<file path="src/hdl/rmw_unit_pkg.sv">
package rmw_unit_pkg;

  localparam int DATA_W = 32;
  localparam int OFS_W  = 16;
  localparam int HINT_W = 5;
  localparam int GPR_W  = 5;

  localparam logic [1:0] ALIGN_ZERO = 2'h0;

  typedef enum logic [1:0] {
    OP_LOAD_LINKED,
    OP_STORE_COND,
    OP_PREFETCH
  } op_kind_t;

  // Exception codes reported to the core's exception logic
  localparam logic [2:0] EXC_NONE      = 3'h0;
  localparam logic [2:0] EXC_ADDR_LOAD = 3'h1;
  localparam logic [2:0] EXC_ADDR_STOR = 3'h2;
  localparam logic [2:0] EXC_BUS       = 3'h3;

  // Prefetch hint encodings
  localparam logic [4:0] HINT_LOAD      = 5'h00;
  localparam logic [4:0] HINT_STORE     = 5'h01;
  localparam logic [4:0] HINT_LOAD_STR  = 5'h04;
  localparam logic [4:0] HINT_STORE_STR = 5'h05;
  localparam logic [4:0] HINT_LOAD_RET  = 5'h06;
  localparam logic [4:0] HINT_STORE_RET = 5'h07;
  localparam logic [4:0] HINT_WB_INV    = 5'h19;

  // Memory operation kinds on the SRAM-style port
  localparam logic [1:0] MOP_READ   = 2'h0;
  localparam logic [1:0] MOP_WRITE  = 2'h1;
  localparam logic [1:0] MOP_PF     = 2'h2;
  localparam logic [1:0] MOP_WB_INV = 2'h3;

  localparam logic [DATA_W-1:0] SC_PASS = 32'h0000_0001;
  localparam logic [DATA_W-1:0] SC_FAIL = 32'h0000_0000;

endpackage : rmw_unit_pkg

</file>
<file path="src/hdl/rmw_unit.sv">
`timescale 1ns/1ps
module rmw_unit (
  input  wire logic                           core_clk,
  input  wire logic                           reset_n,
  input  wire logic                           op_valid,
  input  wire rmw_unit_pkg::op_kind_t         op_kind,
  input  wire logic [rmw_unit_pkg::DATA_W-1:0] base_val,
  input  wire logic [rmw_unit_pkg::OFS_W-1:0]  offset,
  input  wire logic [rmw_unit_pkg::DATA_W-1:0] store_val,
  input  wire logic [rmw_unit_pkg::GPR_W-1:0]  target_gpr,
  input  wire logic [rmw_unit_pkg::HINT_W-1:0] hint,
  input  wire logic                           xlat_uncached,
  input  wire logic                           xlat_mapped,
  input  wire logic                           xlat_tlb_hit,
  input  wire logic                           line_locked,
  input  wire logic [2:0]                     coherency_attr,
  input  wire logic                           exception_return,
  input  wire logic                           exception_taken,
  input  wire logic                           mem_ack,
  input  wire logic [rmw_unit_pkg::DATA_W-1:0] mem_rdata,
  input  wire logic                           mem_lock_fail,
  input  wire logic                           mem_err,
  output logic                                op_ready,
  output logic                                mem_req,
  output logic [1:0]                          mem_op,
  output logic                                mem_lock,
  output logic [rmw_unit_pkg::DATA_W-1:0]      mem_addr,
  output logic [rmw_unit_pkg::DATA_W-1:0]      mem_wdata,
  output logic [2:0]                          mem_cca,
  output logic                                wb_valid,
  output logic [rmw_unit_pkg::GPR_W-1:0]       wb_gpr,
  output logic [rmw_unit_pkg::DATA_W-1:0]      wb_data,
  output logic                                exc_valid,
  output logic [2:0]                          exc_code,
  output logic                                link_flag
);

  ////////////////////////////////////////////////////////////////////////////

  typedef enum logic [1:0] {
    ST_IDLE,
    ST_MEM
  } fsm_t;

  typedef struct packed {
    fsm_t                          fsm;
    rmw_unit_pkg::op_kind_t          kind;
    logic                          link;
    logic                          req;
    logic [1:0]                    mop;
    logic                          lock;
    logic [rmw_unit_pkg::DATA_W-1:0] addr;
    logic [rmw_unit_pkg::DATA_W-1:0] wdata;
    logic [2:0]                    cca;
    logic                          wbv;
    logic [rmw_unit_pkg::GPR_W-1:0]  gpr;
    logic [rmw_unit_pkg::DATA_W-1:0] wbd;
    logic                          excv;
    logic [2:0]                    exc;
    logic                          rdy;
  } state_t;

  state_t s_reg;
  state_t s_next;

  function automatic logic [rmw_unit_pkg::DATA_W-1:0] eff_addr(
    input logic [rmw_unit_pkg::DATA_W-1:0] b,
    input logic [rmw_unit_pkg::OFS_W-1:0]  o
  );
    logic [rmw_unit_pkg::DATA_W-1:0] ext;
    ext = {{(rmw_unit_pkg::DATA_W-rmw_unit_pkg::OFS_W)
            {o[rmw_unit_pkg::OFS_W-1]}}, o};
    return b + ext;
  endfunction : eff_addr

  function automatic logic hint_known(
    input logic [rmw_unit_pkg::HINT_W-1:0] h
  );
    unique case (h)
      rmw_unit_pkg::HINT_LOAD,
      rmw_unit_pkg::HINT_STORE,
      rmw_unit_pkg::HINT_LOAD_STR,
      rmw_unit_pkg::HINT_STORE_STR,
      rmw_unit_pkg::HINT_LOAD_RET,
      rmw_unit_pkg::HINT_STORE_RET,
      rmw_unit_pkg::HINT_WB_INV: return 1'b1;
      default:                   return 1'b0;
    endcase
  endfunction : hint_known

  logic [rmw_unit_pkg::DATA_W-1:0] ea;
  logic                            misaligned;
  assign ea         = eff_addr(base_val, offset);
  assign misaligned = ea[1:0] != rmw_unit_pkg::ALIGN_ZERO;

  ////////////////////////////////////////////////////////////////////////////

  always_comb begin
    s_next      = s_reg;
    s_next.wbv  = 1'b0;
    s_next.excv = 1'b0;
    s_next.exc  = rmw_unit_pkg::EXC_NONE;
    // An exception or return from one drops the reservation, unless a load-linked completes in the same cycle
    if (exception_return) begin
      s_next.link = 1'b0;
    end
    if (exception_taken) begin
      s_next.link = 1'b0;
    end
    unique case (s_reg.fsm)
      ST_IDLE: begin
        if (op_valid) begin
          s_next.kind  = op_kind;
          s_next.gpr   = target_gpr;
          s_next.addr  = ea;
          s_next.wdata = store_val;
          s_next.cca   = coherency_attr;
          unique case (op_kind)
            rmw_unit_pkg::OP_LOAD_LINKED: begin
              if (misaligned) begin
                s_next.excv = 1'b1;
                s_next.exc  = rmw_unit_pkg::EXC_ADDR_LOAD;
              end else begin
                s_next.req = 1'b1;
                s_next.mop = rmw_unit_pkg::MOP_READ;
                s_next.fsm = ST_MEM;
              end
            end
            rmw_unit_pkg::OP_STORE_COND: begin
              if (misaligned) begin
                s_next.excv = 1'b1;
                s_next.exc  = rmw_unit_pkg::EXC_ADDR_STOR;
              end else if (!s_reg.link || exception_return
                           || exception_taken) begin
                // No reservation: fail without touching memory
                s_next.wbv  = 1'b1;
                s_next.wbd  = rmw_unit_pkg::SC_FAIL;
                s_next.link = 1'b0;
              end else begin
                s_next.req  = 1'b1;
                s_next.lock = 1'b1;
                s_next.mop  = rmw_unit_pkg::MOP_WRITE;
                s_next.fsm  = ST_MEM;
              end
            end
            default: begin
              // Prefetch: address faults dropped, nothing reported; a bus error is reported as EXC_BUS
              // Intervening prefetch leaves the reservation intact
              if (!misaligned && !xlat_uncached && !line_locked
                  && (!xlat_mapped || xlat_tlb_hit)
                  && hint_known(hint)) begin
                s_next.req = 1'b1;
                s_next.mop = (hint == rmw_unit_pkg::HINT_WB_INV)
                           ? rmw_unit_pkg::MOP_WB_INV
                           : rmw_unit_pkg::MOP_PF;
                s_next.fsm = ST_MEM;
              end
            end
          endcase
        end
      end
      ST_MEM: begin
        if (mem_ack) begin
          s_next.req  = 1'b0;
          s_next.lock = 1'b0;
          s_next.fsm  = ST_IDLE;
          unique case (s_reg.kind)
            rmw_unit_pkg::OP_LOAD_LINKED: begin
              s_next.wbv = 1'b1;
              s_next.wbd = mem_rdata;
              // New reservation replaces the old; no snoop
              // output exists, so other cores are unaffected
              s_next.link = 1'b1;
            end
            rmw_unit_pkg::OP_STORE_COND: begin
              s_next.wbv  = 1'b1;
              // Store already issued: only the lock decides the result
              s_next.wbd  = mem_lock_fail
                          ? rmw_unit_pkg::SC_FAIL
                          : rmw_unit_pkg::SC_PASS;
              s_next.link = 1'b0;
            end
            default: begin
              if (mem_err) begin
                s_next.excv = 1'b1;
                s_next.exc  = rmw_unit_pkg::EXC_BUS;
              end
            end
          endcase
        end
      end
      default: s_next.fsm = ST_IDLE;
    endcase
    s_next.rdy = s_next.fsm == ST_IDLE;
  end

  always_ff @(posedge core_clk or negedge reset_n) begin
    if (!reset_n) begin
      s_reg      <= '0;
      s_reg.fsm  <= ST_IDLE;
      s_reg.kind <= rmw_unit_pkg::OP_LOAD_LINKED;
      s_reg.rdy  <= 1'b1;
    end else begin
      s_reg <= s_next;
    end
  end

  ////////////////////////////////////////////////////////////////////////////

  assign op_ready  = s_reg.rdy;
  assign mem_req   = s_reg.req;
  assign mem_op    = s_reg.mop;
  assign mem_lock  = s_reg.lock;
  assign mem_addr  = s_reg.addr;
  assign mem_wdata = s_reg.wdata;
  assign mem_cca   = s_reg.cca;
  assign wb_valid  = s_reg.wbv;
  assign wb_gpr    = s_reg.gpr;
  assign wb_data   = s_reg.wbd;
  assign exc_valid = s_reg.excv;
  assign exc_code  = s_reg.exc;
  assign link_flag = s_reg.link;

  ////////////////////////////////////////////////////////////////////////////

  AST_MISALIGN_NO_ACCESS: assert property (@(posedge core_clk)
    disable iff (!reset_n)
    op_valid && op_ready && misaligned
      && op_kind != rmw_unit_pkg::OP_PREFETCH
      |=> exc_valid && !mem_req)
    else $error("misaligned access not trapped");

  AST_PF_NO_EXC_ADDR: assert property (@(posedge core_clk)
    disable iff (!reset_n)
    op_valid && op_ready && op_kind == rmw_unit_pkg::OP_PREFETCH
      |=> !exc_valid)
    else $error("prefetch raised exception");

  AST_PF_MISALIGN_DROP: assert property (@(posedge core_clk)
    disable iff (!reset_n)
    op_valid && op_ready && op_kind == rmw_unit_pkg::OP_PREFETCH
      && misaligned |=> !mem_req)
    else $error("faulting prefetch issued memory op");

  AST_PF_UNCACHED: assert property (@(posedge core_clk)
    disable iff (!reset_n)
    op_valid && op_ready && op_kind == rmw_unit_pkg::OP_PREFETCH
      && xlat_uncached |=> !mem_req)
    else $error("uncached prefetch issued memory op");

  AST_PF_LOCKED: assert property (@(posedge core_clk)
    disable iff (!reset_n)
    op_valid && op_ready && op_kind == rmw_unit_pkg::OP_PREFETCH
      && line_locked |=> !mem_req)
    else $error("prefetch touched locked line");

  AST_PF_TLB_MISS: assert property (@(posedge core_clk)
    disable iff (!reset_n)
    op_valid && op_ready && op_kind == rmw_unit_pkg::OP_PREFETCH
      && xlat_mapped && !xlat_tlb_hit |=> !mem_req)
    else $error("prefetch moved data without translation");

  AST_LL_SETS_LINK: assert property (@(posedge core_clk)
    disable iff (!reset_n)
    mem_req && mem_ack && !exception_return && !exception_taken
      && mem_op == rmw_unit_pkg::MOP_READ
      |=> link_flag && wb_valid && wb_data == $past(mem_rdata))
    else $error("load-linked did not set link flag");

  AST_SC_NO_LINK_FAIL: assert property (@(posedge core_clk)
    disable iff (!reset_n)
    op_valid && op_ready && op_kind == rmw_unit_pkg::OP_STORE_COND
      && !misaligned && !link_flag
      |=> wb_valid && wb_data == rmw_unit_pkg::SC_FAIL && !mem_req)
    else $error("store without reservation did not fail");

  AST_SC_LOCK_RESULT: assert property (@(posedge core_clk)
    disable iff (!reset_n)
    mem_req && mem_ack && mem_lock
      |=> wb_valid && !link_flag
        && (wb_data == rmw_unit_pkg::SC_FAIL) == $past(mem_lock_fail))
    else $error("lock outcome not reported");

  AST_EXCEPTION_RETURN_CLEARS: assert property (@(posedge core_clk)
    disable iff (!reset_n)
    exception_return && !(mem_req && mem_ack && !mem_lock
      && mem_op == rmw_unit_pkg::MOP_READ) |=> !link_flag)
    else $error("exception return kept reservation");

  AST_PF_RESERVED_HINT: assert property (@(posedge core_clk)
    disable iff (!reset_n)
    op_valid && op_ready && op_kind == rmw_unit_pkg::OP_PREFETCH
      && !hint_known(hint) |=> !mem_req)
    else $error("reserved prefetch hint issued memory op");

  AST_PF_WB_INV_OP: assert property (@(posedge core_clk)
    disable iff (!reset_n)
    op_valid && op_ready && op_kind == rmw_unit_pkg::OP_PREFETCH
      && !misaligned && !xlat_uncached && !line_locked
      && (!xlat_mapped || xlat_tlb_hit) && hint == rmw_unit_pkg::HINT_WB_INV
      |=> mem_req && mem_op == rmw_unit_pkg::MOP_WB_INV)
    else $error("writeback-invalidate hint not issued");

  AST_PF_KEEPS_LINK: assert property (@(posedge core_clk)
    disable iff (!reset_n)
    op_valid && op_ready && op_kind == rmw_unit_pkg::OP_PREFETCH
      && !exception_return && !exception_taken
      |=> link_flag == $past(link_flag))
    else $error("prefetch changed reservation");

  AST_CCA_FOLLOWS: assert property (@(posedge core_clk)
    disable iff (!reset_n)
    op_valid && op_ready |=> mem_cca == $past(coherency_attr))
    else $error("memory attribute not taken from address");

  AST_LL_ISSUE: assert property (@(posedge core_clk)
    disable iff (!reset_n)
    op_valid && op_ready && op_kind == rmw_unit_pkg::OP_LOAD_LINKED
      && !misaligned |=> mem_req && mem_op == rmw_unit_pkg::MOP_READ
        && mem_addr == $past(ea))
    else $error("load-linked read not issued at address");

  AST_SC_ISSUE: assert property (@(posedge core_clk)
    disable iff (!reset_n)
    op_valid && op_ready && op_kind == rmw_unit_pkg::OP_STORE_COND
      && !misaligned && link_flag && !exception_return && !exception_taken
      |=> mem_req && mem_lock && mem_op == rmw_unit_pkg::MOP_WRITE
        && mem_wdata == $past(store_val))
    else $error("conditional store not issued locked");

  AST_EXC_CLEARS: assert property (@(posedge core_clk)
    disable iff (!reset_n)
    exception_taken && !(mem_req && mem_ack
      && mem_op == rmw_unit_pkg::MOP_READ) |=> !link_flag)
    else $error("exception kept reservation");

  AST_REQ_HELD: assert property (@(posedge core_clk)
    disable iff (!reset_n)
    mem_req && !mem_ack |=> mem_req && $stable(mem_addr)
      && $stable(mem_op) && $stable(mem_wdata) && $stable(mem_lock))
    else $error("memory request changed before acknowledge");

  AST_LL_EXC_CODE: assert property (@(posedge core_clk)
    disable iff (!reset_n)
    op_valid && op_ready && op_kind == rmw_unit_pkg::OP_LOAD_LINKED
      && misaligned |=> exc_code == rmw_unit_pkg::EXC_ADDR_LOAD)
    else $error("load-linked raised wrong exception");

  AST_SC_EXC_CODE: assert property (@(posedge core_clk)
    disable iff (!reset_n)
    op_valid && op_ready && op_kind == rmw_unit_pkg::OP_STORE_COND
      && misaligned |=> exc_code == rmw_unit_pkg::EXC_ADDR_STOR)
    else $error("conditional store raised wrong exception");

endmodule : rmw_unit

</file>
<file path="config.mk">
export PLATFORM = sky130hd
export DESIGN_NAME = rmw_unit
export DESIGN_NICKNAME = d
export VERILOG_FILES = /design/src/hdl/rmw_unit_pkg.sv /design/src/hdl/rmw_unit.sv
export SDC_FILE = /design/constraint.sdc
export NUM_CORES = 1
export LEC_CHECK = 0
export BUFFER_PORTS_ARGS = -buffer_cell sky130_fd_sc_hd__buf_2
export CORE_ASPECT_RATIO = 0.7
export CORE_MARGIN = 2
export CORE_UTILIZATION = 40
export DETAILED_ROUTE_END_ITERATION = 8
export GPL_TIMING_DRIVEN = 0
export PLACE_DENSITY = 0.71
export SYNTH_ARGS = -nofsm -noshare
export SYNTH_HDL_FRONTEND = slang
export SYNTH_SLANG_ARGS = --single-unit
</file>
<file path="constraint.sdc">
create_clock -name core_clk -period 1.8 [get_ports core_clk]
set_input_delay 0.18 -clock core_clk [delete_from_list [all_inputs] [get_ports core_clk]]
set_output_delay 0.18 -clock core_clk [all_outputs]
set_load 0.01 [all_outputs]
</file>
; ---- Word-level counts from Yosys, hierarchy flattened
; Index checks and enable logic that the tools add are counted.
[totals]
regBits = 119
input_bits = 139
out_inout_bits = 115
word_cells = 113
[classes]
n_addsub = 1
eq_ne = 23
n_mux = 46
reduce_logical = 28
[ops]
columns = operator, n
row1 = $mux 118, 1
row2 = $mux 32, 3
row3 = $pmux 36 s2, 1
row4 = $pmux 32 s2, 1
row5 = $mux 36, 1
row6 = $add 32x32->32, 1
row7 = $eq 5x3->1 const B, 4
row8 = $mux 4, 5
row9 = $mux 1, 17
row10 = $ne 2x2->1 const B, 8
row11 = $reduce_and 7->1, 2
row12 = $mux 2, 6
row13 = $pmux 2 s2, 3
row14 = $reduce_and 6->1, 2
row15 = $ne 3x3->1 const B, 3
row16 = $logic_not 2->1, 4
row17 = $pmux 4 s2, 1
row18 = $reduce_or 7->1, 1
row19 = $eq 2x1->1 const B, 3
row20 = $mux 3, 2
row21 = $pmux 1 s2, 3
row22 = $pmux 3 s2, 1
row23 = $eq 5x1->1 const B, 1
row24 = $eq 5x5->1 const B, 1
row25 = 12 further kinds, 23

; ---- Depth between registers and ports, before layout
; Gate-level depths: netlist of run 1.
[logic_depth]
ltp_word = 12
depth_mapped = 11
mapped_depth_nobuf = 11

; ---- Least setup slack after synthesis of run 1
; No wires, ideal clock.
[synth_timing]
kind = input to register
from = input port offset[0] in the netlist's numbering
to = register s_reg (netlist bit mem_addr[26])
setup_time_ns = 0.069
t_arrival_ns = 2.312
required_ns = 1.731
setup_slack_ns = -0.580
cell_stages = 11
n_path_buf = 0
path_cell_list = ha_1 > inv_1 > fa_1 > and2b_1 > o2111ai_1 > a21oi_2 > o2111ai_1 > a211oi_2 > nor2_1 > or4_1 > nand3_1
[synth_via]
elab_chain_len = 1
[synth_lines]
columns = element, line
row1 = from (decl), rmw_unit.sv:8  ; input wire logic [rmw_unit_pkg::OFS_W-1:0] offset,
row2 = $add 32x32->32, rmw_unit.sv:73  ; return b + ext;
row3 = to (signal assigned), rmw_unit.sv:204  ; s_reg <= s_next;
row4 = to (decl), rmw_unit.sv:63  ; state_t s_reg;
; Every way passes these cells.
; A chain may end at the register's enable or synchronous reset.

; ---- Worst setup path in the final report of run 1
; Same ends and word-level chain as after synthesis.

==> out/qor.txt, run 1 <==
Final Max Tran Viols - 0
CP max stage delay - 410 ps
Synth Area in XOR/XNOR - 3.40%
share of layout cells above drive strength 1 - 41.0%
Core Util, Final - 60.5%
wire length on met2 - 9.48 mm
status - finished with violations
worst hold-check path type - input pin to flip-flop
1st-iter DRT viols - 418
P&R area growth vs syn - 48.7%
synthesized area per cell - 8.40 µm²
post-synth cell types - 53
Crit path required time - 2150 ps
Post-Layout Cell Count - 1420
Hold Crit Start - mem_rdata[29]
nets@finish - 1346
Global Route Usage Sum - 22.1%
FF+latch count, synth - 118
CTS tree - built
Final ANT Viol Nets - 0
number of buffers inserted by port buffering - 251
clock slew at reported path FFs - 50 ps
vias in the first global route - 6582
DP Wirelength - 14.6 mm
Final GP Congestion - 0.893
initial antenna violation count - 0
WP data arrival - 2510 ps
Top Layer Used - met4
mux cell area share after synthesis - 0.305%
sequential area share after synthesis - 42.4%
VDD IR max - 0.501 mV
Setup crit start - offset[0]
die width - 162 µm
FFs w/ async S/R, synth - 100%
Die Ht - 114 µm
die footprint - 18500 µm²
Num CTS Buffers - 17
Post-Syn Area - 6960 µm²
vias - 6759
worst-skew pair later-pin latency - 420 ps
CP Max Fanout - 3
gr ovfl total - 0
achievable clock frequency - 463 MHz
maximum clock path buffer count - 2
Post-Synthesis Cells - 829
post-DR wirelength/cell - 14.4 µm
row cnt - 40
1st-pass router iterations - 5
number of instances in the placed design - 1313
routed wire length - 20.4 mm
Worst Skew - 7.31 ps
PnR worst setup slack - -362 ps
drc violations - 0
first-pass GRT wire length - 32.4 mm
critical path class - input pin to flip-flop
Hold Vio Cnt, Final - 0
Initial Utilization - 40.7%
RSZ-0062 raised after global routing - true
Synth Area in Simple Gates - 18.5%
number of setup violations in the final report - 9
failing checks - negative setup slack
H-tree depth - 4
synth warn - 0
complex-gate fraction of the synthesized area - 14.9%
Setup crit end kind - flip-flop
min Tclk post-route - 2160 ps
largest net degree at the start of global routing - 64
wire length on met1 - 9.25 mm
vias per cell - 4.76
Power Density - 919 nW/µm²
CTS sink cnt - 118
I/O Pins - 254
core box area - 17100 µm²
number of enable flip-flop cells after synthesis - 0
Pleak - 0.00537 µW
final worst path period share - 120%
CP dominant cell by count - o2111ai_2
largest family of logic cells by synthesized area - simple AND/OR/NAND/NOR gates
FF-to-FF Start - link_flag
Worst path slowest cell - or4_1
met3 routed WL - 1.52 mm
Adder-Cell Fraction of Synth Area - 5.86%
Max Cap Viol - 0
slew margin rel. - 60.0%
Main synth FF type - dfrtp_1
Root Buffer - clkbuf_16
Critical Path Start Type - input pin
Final Power - 9520 µW
worst path cell trace - buf_6 > ha_4 > inv_2 > fa_2 > and2b_1 > o2111ai_2 > a21oi_2 > o2111ai_2 > a211oi_2 > nor2_1 > or4_1 > nand3_1
Worst-Margin Slew - 600 ps
## per-layer routing
metal	vias up	global-route usage [%]
li1	3353	-
met1	3143	30.5
met2	248	35.7
met3	15	5.32
met4	0	4.90
met5	-	0
## critical path, delay by kind of cell
kind / cells / cell delay, ps
AOI/OAI and AO/OA: 4 / 890
and+or+nand+nor: 4 / 830
adders and majority gates: 2 / 490
buffers and inverters: 2 / 120
## logic make-up (layout without fill, tap and decap cells)
group                      count (synthesis)  in the layout
and+or+nand+nor                          314            314
AOI/OAI and AO/OA                        174            174
buffers and inverters                    161            519
DFF                                      118            118
adders and majority gates                 32             32
xor gates and xnor gates                  27             27
muxes                                      2              2
other                                      1              3
## cell type report
cell class,instances,area [µm²]
fill,1533,6760
clock inverter,14,200
timing repair buffer,329,2060
buffer,145,1050
multi-input combinational,551,3330
antenna,1,2.50
clock buffer,18,429
tap,231,289
sequential,118,2950
inverter,13,48.8
## through the flow
step	instance area, µm²	TNS [ps]	worst slack [ps]	hold slack [ps]
2_1_floorplan	7200	-3650	-458	-116
3_3_place_gp	8750	-176750	-1040	372
3_5_place_dp	8780	-58960	-866	179
4_1_cts	10200	-1880	-330	0.341
5_1_grt	10400	-2940	-480	14.5
6_report	10400	-2020	-362	12.2
## where the power goes
group	total (µW)	switching, µW	internal, µW
logic	2680	1300	1380
clock network	3640	1310	2330
registers	3200	197	3010
## layout by cell type (no fill, tap or decap), types with 11 or more instances in the layout
cell type / n
clkbuf_2: 13
ha_1: 22
o21ai_1: 49
clkbuf_16: 17
a21oi_1: 26
a21o_1: 15
inv_1: 12
nand2_1: 246
xnor2_1: 12
clkbuf_1: 11
o21ai_0: 24
nor2_1: 16
buf_2: 249
dfrtp_1: 117
a21oi_2: 12
dlygate4sd3_1: 63
buf_4: 123
xor2_1: 13
## synthesized netlist by cell type, drive strengths merged, types with 7 or more instances
master	instances	area share, %
nand2	247	13
dfrtp	117	42
buf	110	12
o21ai	76	5.5
a21oi	39	2.9
clkbuf	38	2.0
ha	31	5.6
nor2	20	1.1
a21o	15	1.6
xnor2	14	1.8
inv	13	0.70
xor2	13	1.6
a31oi	10	0.90
nand4	8	0.72
nor3	8	0.57
nand3	7	0.50
## worst paths after layout
check / to / slack (ps) / cells past startpoint
max in group asynchronous: mem_wdata[28] / 780 / 3
min in group asynchronous: wb_data[26] / 310 / 2
worst min register to register: mem_req / 470 / 1
worst max-delay path: mem_addr[26] / -360 / 12
worst max register to register: mem_op[1] / 50 / 5
worst min-delay path: wb_data[29] / 10 / 3
## timing repair
| item | 4_1_cts | 5_1_grt |
|---|---|---|
| setup endpoints to repair | 100 | 108 |
| hold endpoints to repair | 117 | 0 |
| resized for setup | 32 | 38 |
| buffers inserted | 11 | 4 |
| hold buffers | 63 | 0 |
| pin swaps | 15 | 17 |
Power figures use the tool's default switching activity.
==> inputs of run 2 (changes only) <==
--- a/config.mk
+++ b/config.mk
@@ -12,6 +12,7 @@
 export DETAILED_ROUTE_END_ITERATION = 8
 export GPL_TIMING_DRIVEN = 0
 export PLACE_DENSITY = 0.71
+export REMOVE_ABC_BUFFERS = 1
 export SYNTH_ARGS = -nofsm -noshare
 export SYNTH_HDL_FRONTEND = slang
 export SYNTH_SLANG_ARGS = --single-unit
==> out/qor.txt, run 2 (synthesis gave the netlist of run 1 again) <==
CP endpoint - mem_addr[24] (was mem_addr[26])
wire length on met2 - 9.07 mm (was 9.48 mm)
I/O Pins - 254 (unchanged)
row cnt - 40 (unchanged)
delay-heaviest family, CP - compound AO/OA/AOI/OAI gates (unchanged)
Num CTS Buffers - 17 (unchanged)
1st-pass router iterations - 5 (unchanged)
post-DR wirelength/cell - 15.1 µm (was 14.4 µm)
Die Ht - 114 µm (unchanged)
nets@finish - 1202 (was 1346)
first-pass GRT wire length - 30.2 mm (was 32.4 mm)
drc violations - 0 (unchanged)
reg2reg setup slack - 100 ps (was 50 ps)
Setup crit end kind - flip-flop (unchanged)
achievable clock frequency - 463 MHz (about the same)
Pleak - 0.00470 µW (was 0.00537 µW)
Worst path slowest cell - fa_2 (was or4_1)
Worst-Margin Slew - 595 ps (was 600 ps)
share of layout cells above drive strength 1 - 34.4% (was 41.0%)
gr ovfl total - 0 (unchanged)
final worst path period share - 120% (about the same)
wire length on met1 - 8.64 mm (was 9.25 mm)
placed cell area - 7690 µm² (was 8780 µm²)
WP buf/inv - 3 (was 2)
FF-to-FF Start - s_reg[117] (was link_flag)
WP data arrival - 2450 ps (was 2510 ps)
CP max stage delay - 360 ps (was 410 ps)
RSZ-0062 raised after global routing - true (unchanged)
Final GP Congestion - 0.846 (was 0.893)
Core Util, Final - 54.1% (was 60.5%)
number of buffers inserted by port buffering - 252 (was 251)
CTS tree - built (unchanged)
Worst R2R Path Depth - 7 (was 5)
Final TNS setup - -2100 ps (was -2020 ps)
H-tree depth - 4 (unchanged)
Global Route Usage Sum - 20.6% (was 22.1%)
Multi-input gate area - 3260 µm² (was 3330 µm²)
maximum clock path buffer count - 2 (unchanged)
Max Cap Viol - 0 (unchanged)
Initial Utilization - 40.7% (unchanged)
Setup crit start - base_val[0] (was offset[0])
post-route cell area - 9260 µm² (was 10400 µm²)
worst hold-check path type - input pin to flip-flop (unchanged)
min Tclk post-route - 2160 ps (about the same)
most common cell after layout, fill and taps aside - buf_2 (unchanged)
pre-CTS WS - -1050 ps (was -866 ps)
worst path cell trace - buf_8 > ha_4 > inv_2 > fa_2 > and2b_1 > o2111ai_2 > a21oi_2 > buf_4 > o21ai_4 > o21ai_2 > o31a_1 > nor2_1 > a211o_1 (was buf_6 > ha_4 > inv_2 > fa_2 > and2b_1 > o2111ai_2 > a21oi_2 > o2111ai_2 > a211oi_2 > nor2_1 > or4_1 > nand3_1)
vias in the first global route - 6078 (was 6582)
CTS sink cnt - 118 (unchanged)
met3 routed WL - 1.28 mm (was 1.52 mm)
Worst Skew - 5.32 ps (was 7.31 ps)
status - finished with violations (unchanged)
worst-skew pair later-pin latency - 410 ps (was 420 ps)
Power Density - 951 nW/µm² (was 919 nW/µm²)
vias - 6230 (was 6759)
Hold Vio Cnt, Final - 0 (unchanged)
core box area - 17100 µm² (unchanged)
failing checks - negative setup slack (unchanged)
routed wire length - 19.3 mm (was 20.4 mm)
Critical Path Start Type - input pin (unchanged)
slew margin rel. - 60.3% (was 60.0%)
number of setup violations in the final report - 13 (was 9)
clock slew at reported path FFs - 50 ps (about the same)
initial antenna violation count - 0 (unchanged)
P&R area growth vs syn - 32.9% (was 48.7%)
PnR worst setup slack - -361 ps (was -362 ps)
largest net degree at the start of global routing - 62 (was 64)
die width - 162 µm (unchanged)
storage element area - 2950 µm² (unchanged)
Crit path required time - 2090 ps (was 2150 ps)
Final Max Tran Viols - 0 (unchanged)
vias per cell - 4.88 (was 4.76)
Root Buffer - clkbuf_16 (unchanged)
critical path class - input pin to flip-flop (unchanged)
Top Layer Used - met4 (unchanged)
R2R Path End - mem_addr[24] (was mem_op[1])
CP Depth - 13 (was 12)
1st-iter DRT viols - 463 (was 418)
die footprint - 18500 µm² (unchanged)
DP Wirelength - 12.6 mm (was 14.6 mm)
commonest cells after routing, fill and taps aside - buf_2, nand2_1, dfrtp_1, o21ai_0, dlygate4sd3_1 (was buf_2, nand2_1, buf_4, dfrtp_1, dlygate4sd3_1)
VDD IR max - 0.509 mV (was 0.501 mV)
CP Max Fanout - 3 (unchanged)
# fillers - 1561 (was 1533)
Final ANT Viol Nets - 0 (unchanged)
Min Hold Slack - 5.47 ps (was 12.2 ps)
-- run 2: cell types whose count changed in the layout (fill, tap and decap cells not counted), sizes merged --
cell / delta
dlygate4sd3: -11
clkbuf: -30
buf: -106
clkinv: +1
bufbuf: +1
nand2: +2
bufinv: -1
-- run 2: worst reg2reg max path, cell delays in order (launching register included) --
cell      delay [ps]
dfrtp_1          430
nor2_4            70
buf_4            160
and2_2           230
buf_12           190
nand4_1          120
o311ai_0         130
a211o_1          250
-- run 2: worst min path at each step --
stage                   from            end  slack [ps]  cells after the start
6_report        mem_rdata[3]     wb_data[3]           5                      3
5_1_grt        mem_rdata[14]    wb_data[14]           8                      3
4_1_cts         mem_rdata[1]     wb_data[1]         0.5                      3
3_5_place_dp         reset_n  mem_wdata[10]         200                      1
3_3_place_gp   target_gpr[3]      wb_gpr[3]         370                      3
2_1_floorplan        reset_n    exc_code[0]        -120                      0
-- run 2: per-layer routing --
layer	vias to the layer above	global-route usage [%]
met5	-	0
met4	0	6.61
met3	28	5.00
met2	253	33.0
met1	2882	27.8
li1	3067	-
-- run 2: what timing repair did --
item / 4_1_cts / 5_1_grt
pin swaps: 23 / 15
hold buffers: 52 / 0
endpoints found under the hold margin: 111 / 0
endpoints found under the setup margin: 55 / 46
buffers inserted: 11 / 8
resized for setup: 39 / 26
cloned: 3 / 0
-- run 2: area by class of cell --
class | count | share of cell area, %
antenna | 1 | 0.0270
clock buffer | 18 | 4.64
clock inverter | 14 | 1.92
inverter | 13 | 0.527
multi-input combinational | 553 | 35.2
sequential | 118 | 31.9
tap | 231 | 3.12
timing repair buffer | 328 | 22.6
-- run 2: power by group --
group	switching, µW	internal, µW	total [µW]
registers	202	3010	3210
clock network	1260	2190	3440
logic	1200	950	2150
-- run 2: per-stage QoR --
| stage | total power (µW) | cells |
|---|---|---|
| 5_1_grt | 9260 | 1275 |
| 2_1_floorplan | 4240 | 682 |
| 3_5_place_dp | 5110 | 1170 |
| 3_3_place_gp | 5050 | 1165 |
| 4_1_cts | 8810 | 1268 |
| 6_report | 8800 | 1276 |
==> inputs of run 3 (changes only) <==
--- a/config.mk
+++ b/config.mk
@@ -11,7 +11,7 @@
 export CORE_UTILIZATION = 40
 export DETAILED_ROUTE_END_ITERATION = 8
 export GPL_TIMING_DRIVEN = 0
-export PLACE_DENSITY = 0.71
+export PLACE_DENSITY = 0.79
 export REMOVE_ABC_BUFFERS = 1
 export SYNTH_ARGS = -nofsm -noshare
 export SYNTH_HDL_FRONTEND = slang
==> constraint.sdc (replaced) <==
create_clock -name core_clk -period 1.8 [get_ports core_clk]
set_input_delay 0.18 -clock core_clk [delete_from_list [all_inputs] [get_ports core_clk]]
set_output_delay 0.18 -clock core_clk [all_outputs]
set_load 0.1 [all_outputs]
==> out/qor.txt, run 3 (synthesis gave the netlist of run 1 again) <==
status - finished with violations (unchanged)
failing checks - negative setup slack (unchanged)
Global Route Usage Sum - 21.4% (was 20.6%)
WP data arrival - 2530 ps (was 2450 ps)
vias in the first global route - 6197 (was 6078)
die footprint - 18500 µm² (unchanged)
Final ANT Viol Nets - 0 (unchanged)
Initial Utilization - 40.7% (unchanged)
DP Wirelength - 13.0 mm (was 12.6 mm)
final worst path period share - 122% (was 120%)
vias per cell - 4.99 (was 4.88)
placed cell area - 7680 µm² (was 7690 µm²)
Power Density - 1180 nW/µm² (was 951 nW/µm²)
worst-skew pair later-pin latency - 410 ps (about the same)
most common cell after layout, fill and taps aside - buf_2 (unchanged)
Net Sw Power - 5120 µW (was 2650 µW)
Crit path required time - 2140 ps (was 2090 ps)
drc violations - 0 (unchanged)
largest net degree at the start of global routing - 65 (was 62)
gr ovfl total - 0 (unchanged)
Num CTS Buffers - 17 (unchanged)
storage element area - 2950 µm² (unchanged)
Worst path slowest cell - or4_1 (was fa_2)
Multi-input gate area - 3370 µm² (was 3260 µm²)
slew margin rel. - 36.2% (was 60.3%)
min Tclk post-route - 2190 ps (was 2160 ps)
Critical Path Start Type - input pin (unchanged)
vias - 6407 (was 6230)
initial antenna violation count - 0 (unchanged)
VDD IR max - 0.590 mV (was 0.509 mV)
routed wire length - 20.4 mm (was 19.3 mm)
first-pass GRT wire length - 31.3 mm (was 30.2 mm)
nets@finish - 1213 (was 1202)
clock slew at reported path FFs - 60 ps (was 50 ps)
Max Cap Viol - 0 (unchanged)
number of setup violations in the final report - 8 (was 13)
Hold Vio Cnt, Final - 0 (unchanged)
achievable clock frequency - 457 MHz (was 463 MHz)
1st-iter DRT viols - 489 (was 463)
worst hold-check path type - input pin to flip-flop (unchanged)
antenna diode count - 0 (was 1)
post-DR wirelength/cell - 15.9 µm (was 15.1 µm)
die width - 162 µm (unchanged)
Final TNS setup - -2090 ps (was -2100 ps)
1st-pass router iterations - 5 (unchanged)
share of layout cells above drive strength 1 - 36.7% (was 34.4%)
Final Max Tran Viols - 0 (unchanged)
CP max stage delay - 410 ps (was 360 ps)
Final Power - 11200 µW (was 8800 µW)
maximum clock path buffer count - 2 (unchanged)
CTS tree - built (unchanged)
number of buffers inserted by port buffering - 252 (unchanged)
worst path cell trace - buf_6 > ha_4 > inv_2 > fa_2 > and2b_1 > o2111ai_2 > a21oi_4 > o2111ai_4 > a211oi_2 > nor2_1 > or4_1 > nand3_1 (was buf_8 > ha_4 > inv_2 > fa_2 > and2b_1 > o2111ai_2 > a21oi_2 > buf_4 > o21ai_4 > o21ai_2 > o31a_1 > nor2_1 > a211o_1)
Setup crit end kind - flip-flop (unchanged)
Die Ht - 114 µm (unchanged)
Worst Skew - 4.52 ps (was 5.32 ps)
critical path class - input pin to flip-flop (unchanged)
# fillers - 1483 (was 1561)
row cnt - 40 (unchanged)
Pleak - 0.00477 µW (was 0.00470 µW)
Final GP Congestion - 0.855 (was 0.846)
PnR worst setup slack - -390 ps (was -361 ps)
Int Power - 6030 µW (was 6150 µW)
I/O Pins - 254 (unchanged)
RSZ-0062 raised after global routing - true (unchanged)
H-tree depth - 4 (unchanged)
commonest cells after routing, fill and taps aside - buf_2, nand2_1, dfrtp_1, o21ai_0, dlygate4sd3_1 (unchanged)
CTS sink cnt - 118 (unchanged)
core box area - 17100 µm² (unchanged)
clock network power share - 29.7% (was 39.1%)
combinational power share - 41.6% (was 24.4%)
CP Max Fanout - 2 (was 3)
Reg power frac - 28.7% (was 36.5%)
P&R area growth vs syn - 35.4% (was 32.9%)
post-route cell area - 9430 µm² (was 9260 µm²)
Worst-Margin Slew - 957 ps (was 595 ps)
sw frac - 46.0% (was 30.2%)
Root Buffer - clkbuf_16 (unchanged)
[run 3: worst max-delay path: cells and delay by family]
family,cells,cell delay (ps)
fa+ha+maj,2,490
compound gates,4,890
buf+inv,2,120
simple gates,4,840
[run 3: routing by layer]
metal / global-route usage, % / vias up / part of all wire, %
met5: 0 / - / 0
met1: 27.3 / 3082 / 44
met3: 5.94 / 16 / 6.2
met4: 5.60 / 0 / 0.93
li1: - / 3091 / -
met2: 36.4 / 218 / 49
[run 3: repair_timing]
action	in CTS	in global routing
endpoints found under the setup margin	56	54
hold buffers	46	0
buffers inserted	22	14
hold endpoints to repair	99	0
gates resized for setup	35	50
pin swaps	25	17
gates cloned	5	0
[run 3: area by class of cell]
class	count	share of cell area [%]
Clock buffer	17	4.51
Clock inverter	14	1.62
Inverter	13	0.517
Multi-Input combinational cell	554	35.7
Sequential cell	118	31.3
Tap cell	231	3.06
Timing Repair Buffer	338	23.2
[run 3: worst paths after layout]
kind / start / end / slack, ps / depth (start not counted)
min reg2reg: mem_wdata[2] / mem_wdata[2] / 470 / 2
max reg2reg: s_reg[118] / mem_addr[24] / -120 / 5
min: mem_rdata[16] / wb_data[16] / 20 / 3
min in group asynchronous: reset_n / mem_wdata[19] / 300 / 2
max in group asynchronous: reset_n / op_ready / 750 / 3
max: base_val[0] / mem_addr[26] / -390 / 12
[run 3: metrics by stage]
step	setup WS [ps]	hold WS [ps]	utilization [%]	instances
3_5_place_dp	-1100	176	44.9	1169
2_1_floorplan	-2930	-116	-	682
6_report	-390	16.9	55.1	1285
5_1_grt	-458	18.6	55.1	1285
3_3_place_gp	-4910	369	44.1	1165
4_1_cts	-380	3.25	53.4	1272
[run 3: power by group through the flow]
stage                     Sequential (µW)  Clock [µW]  Combinational (µW)
final                                3200        3310                4630
after global routing                 3240        3500                4850
after CTS                            3200        3380                4500
after detailed placement             3230           0                4280
after global placement               3230           0                4230
after floorplan                      5750           0                 864
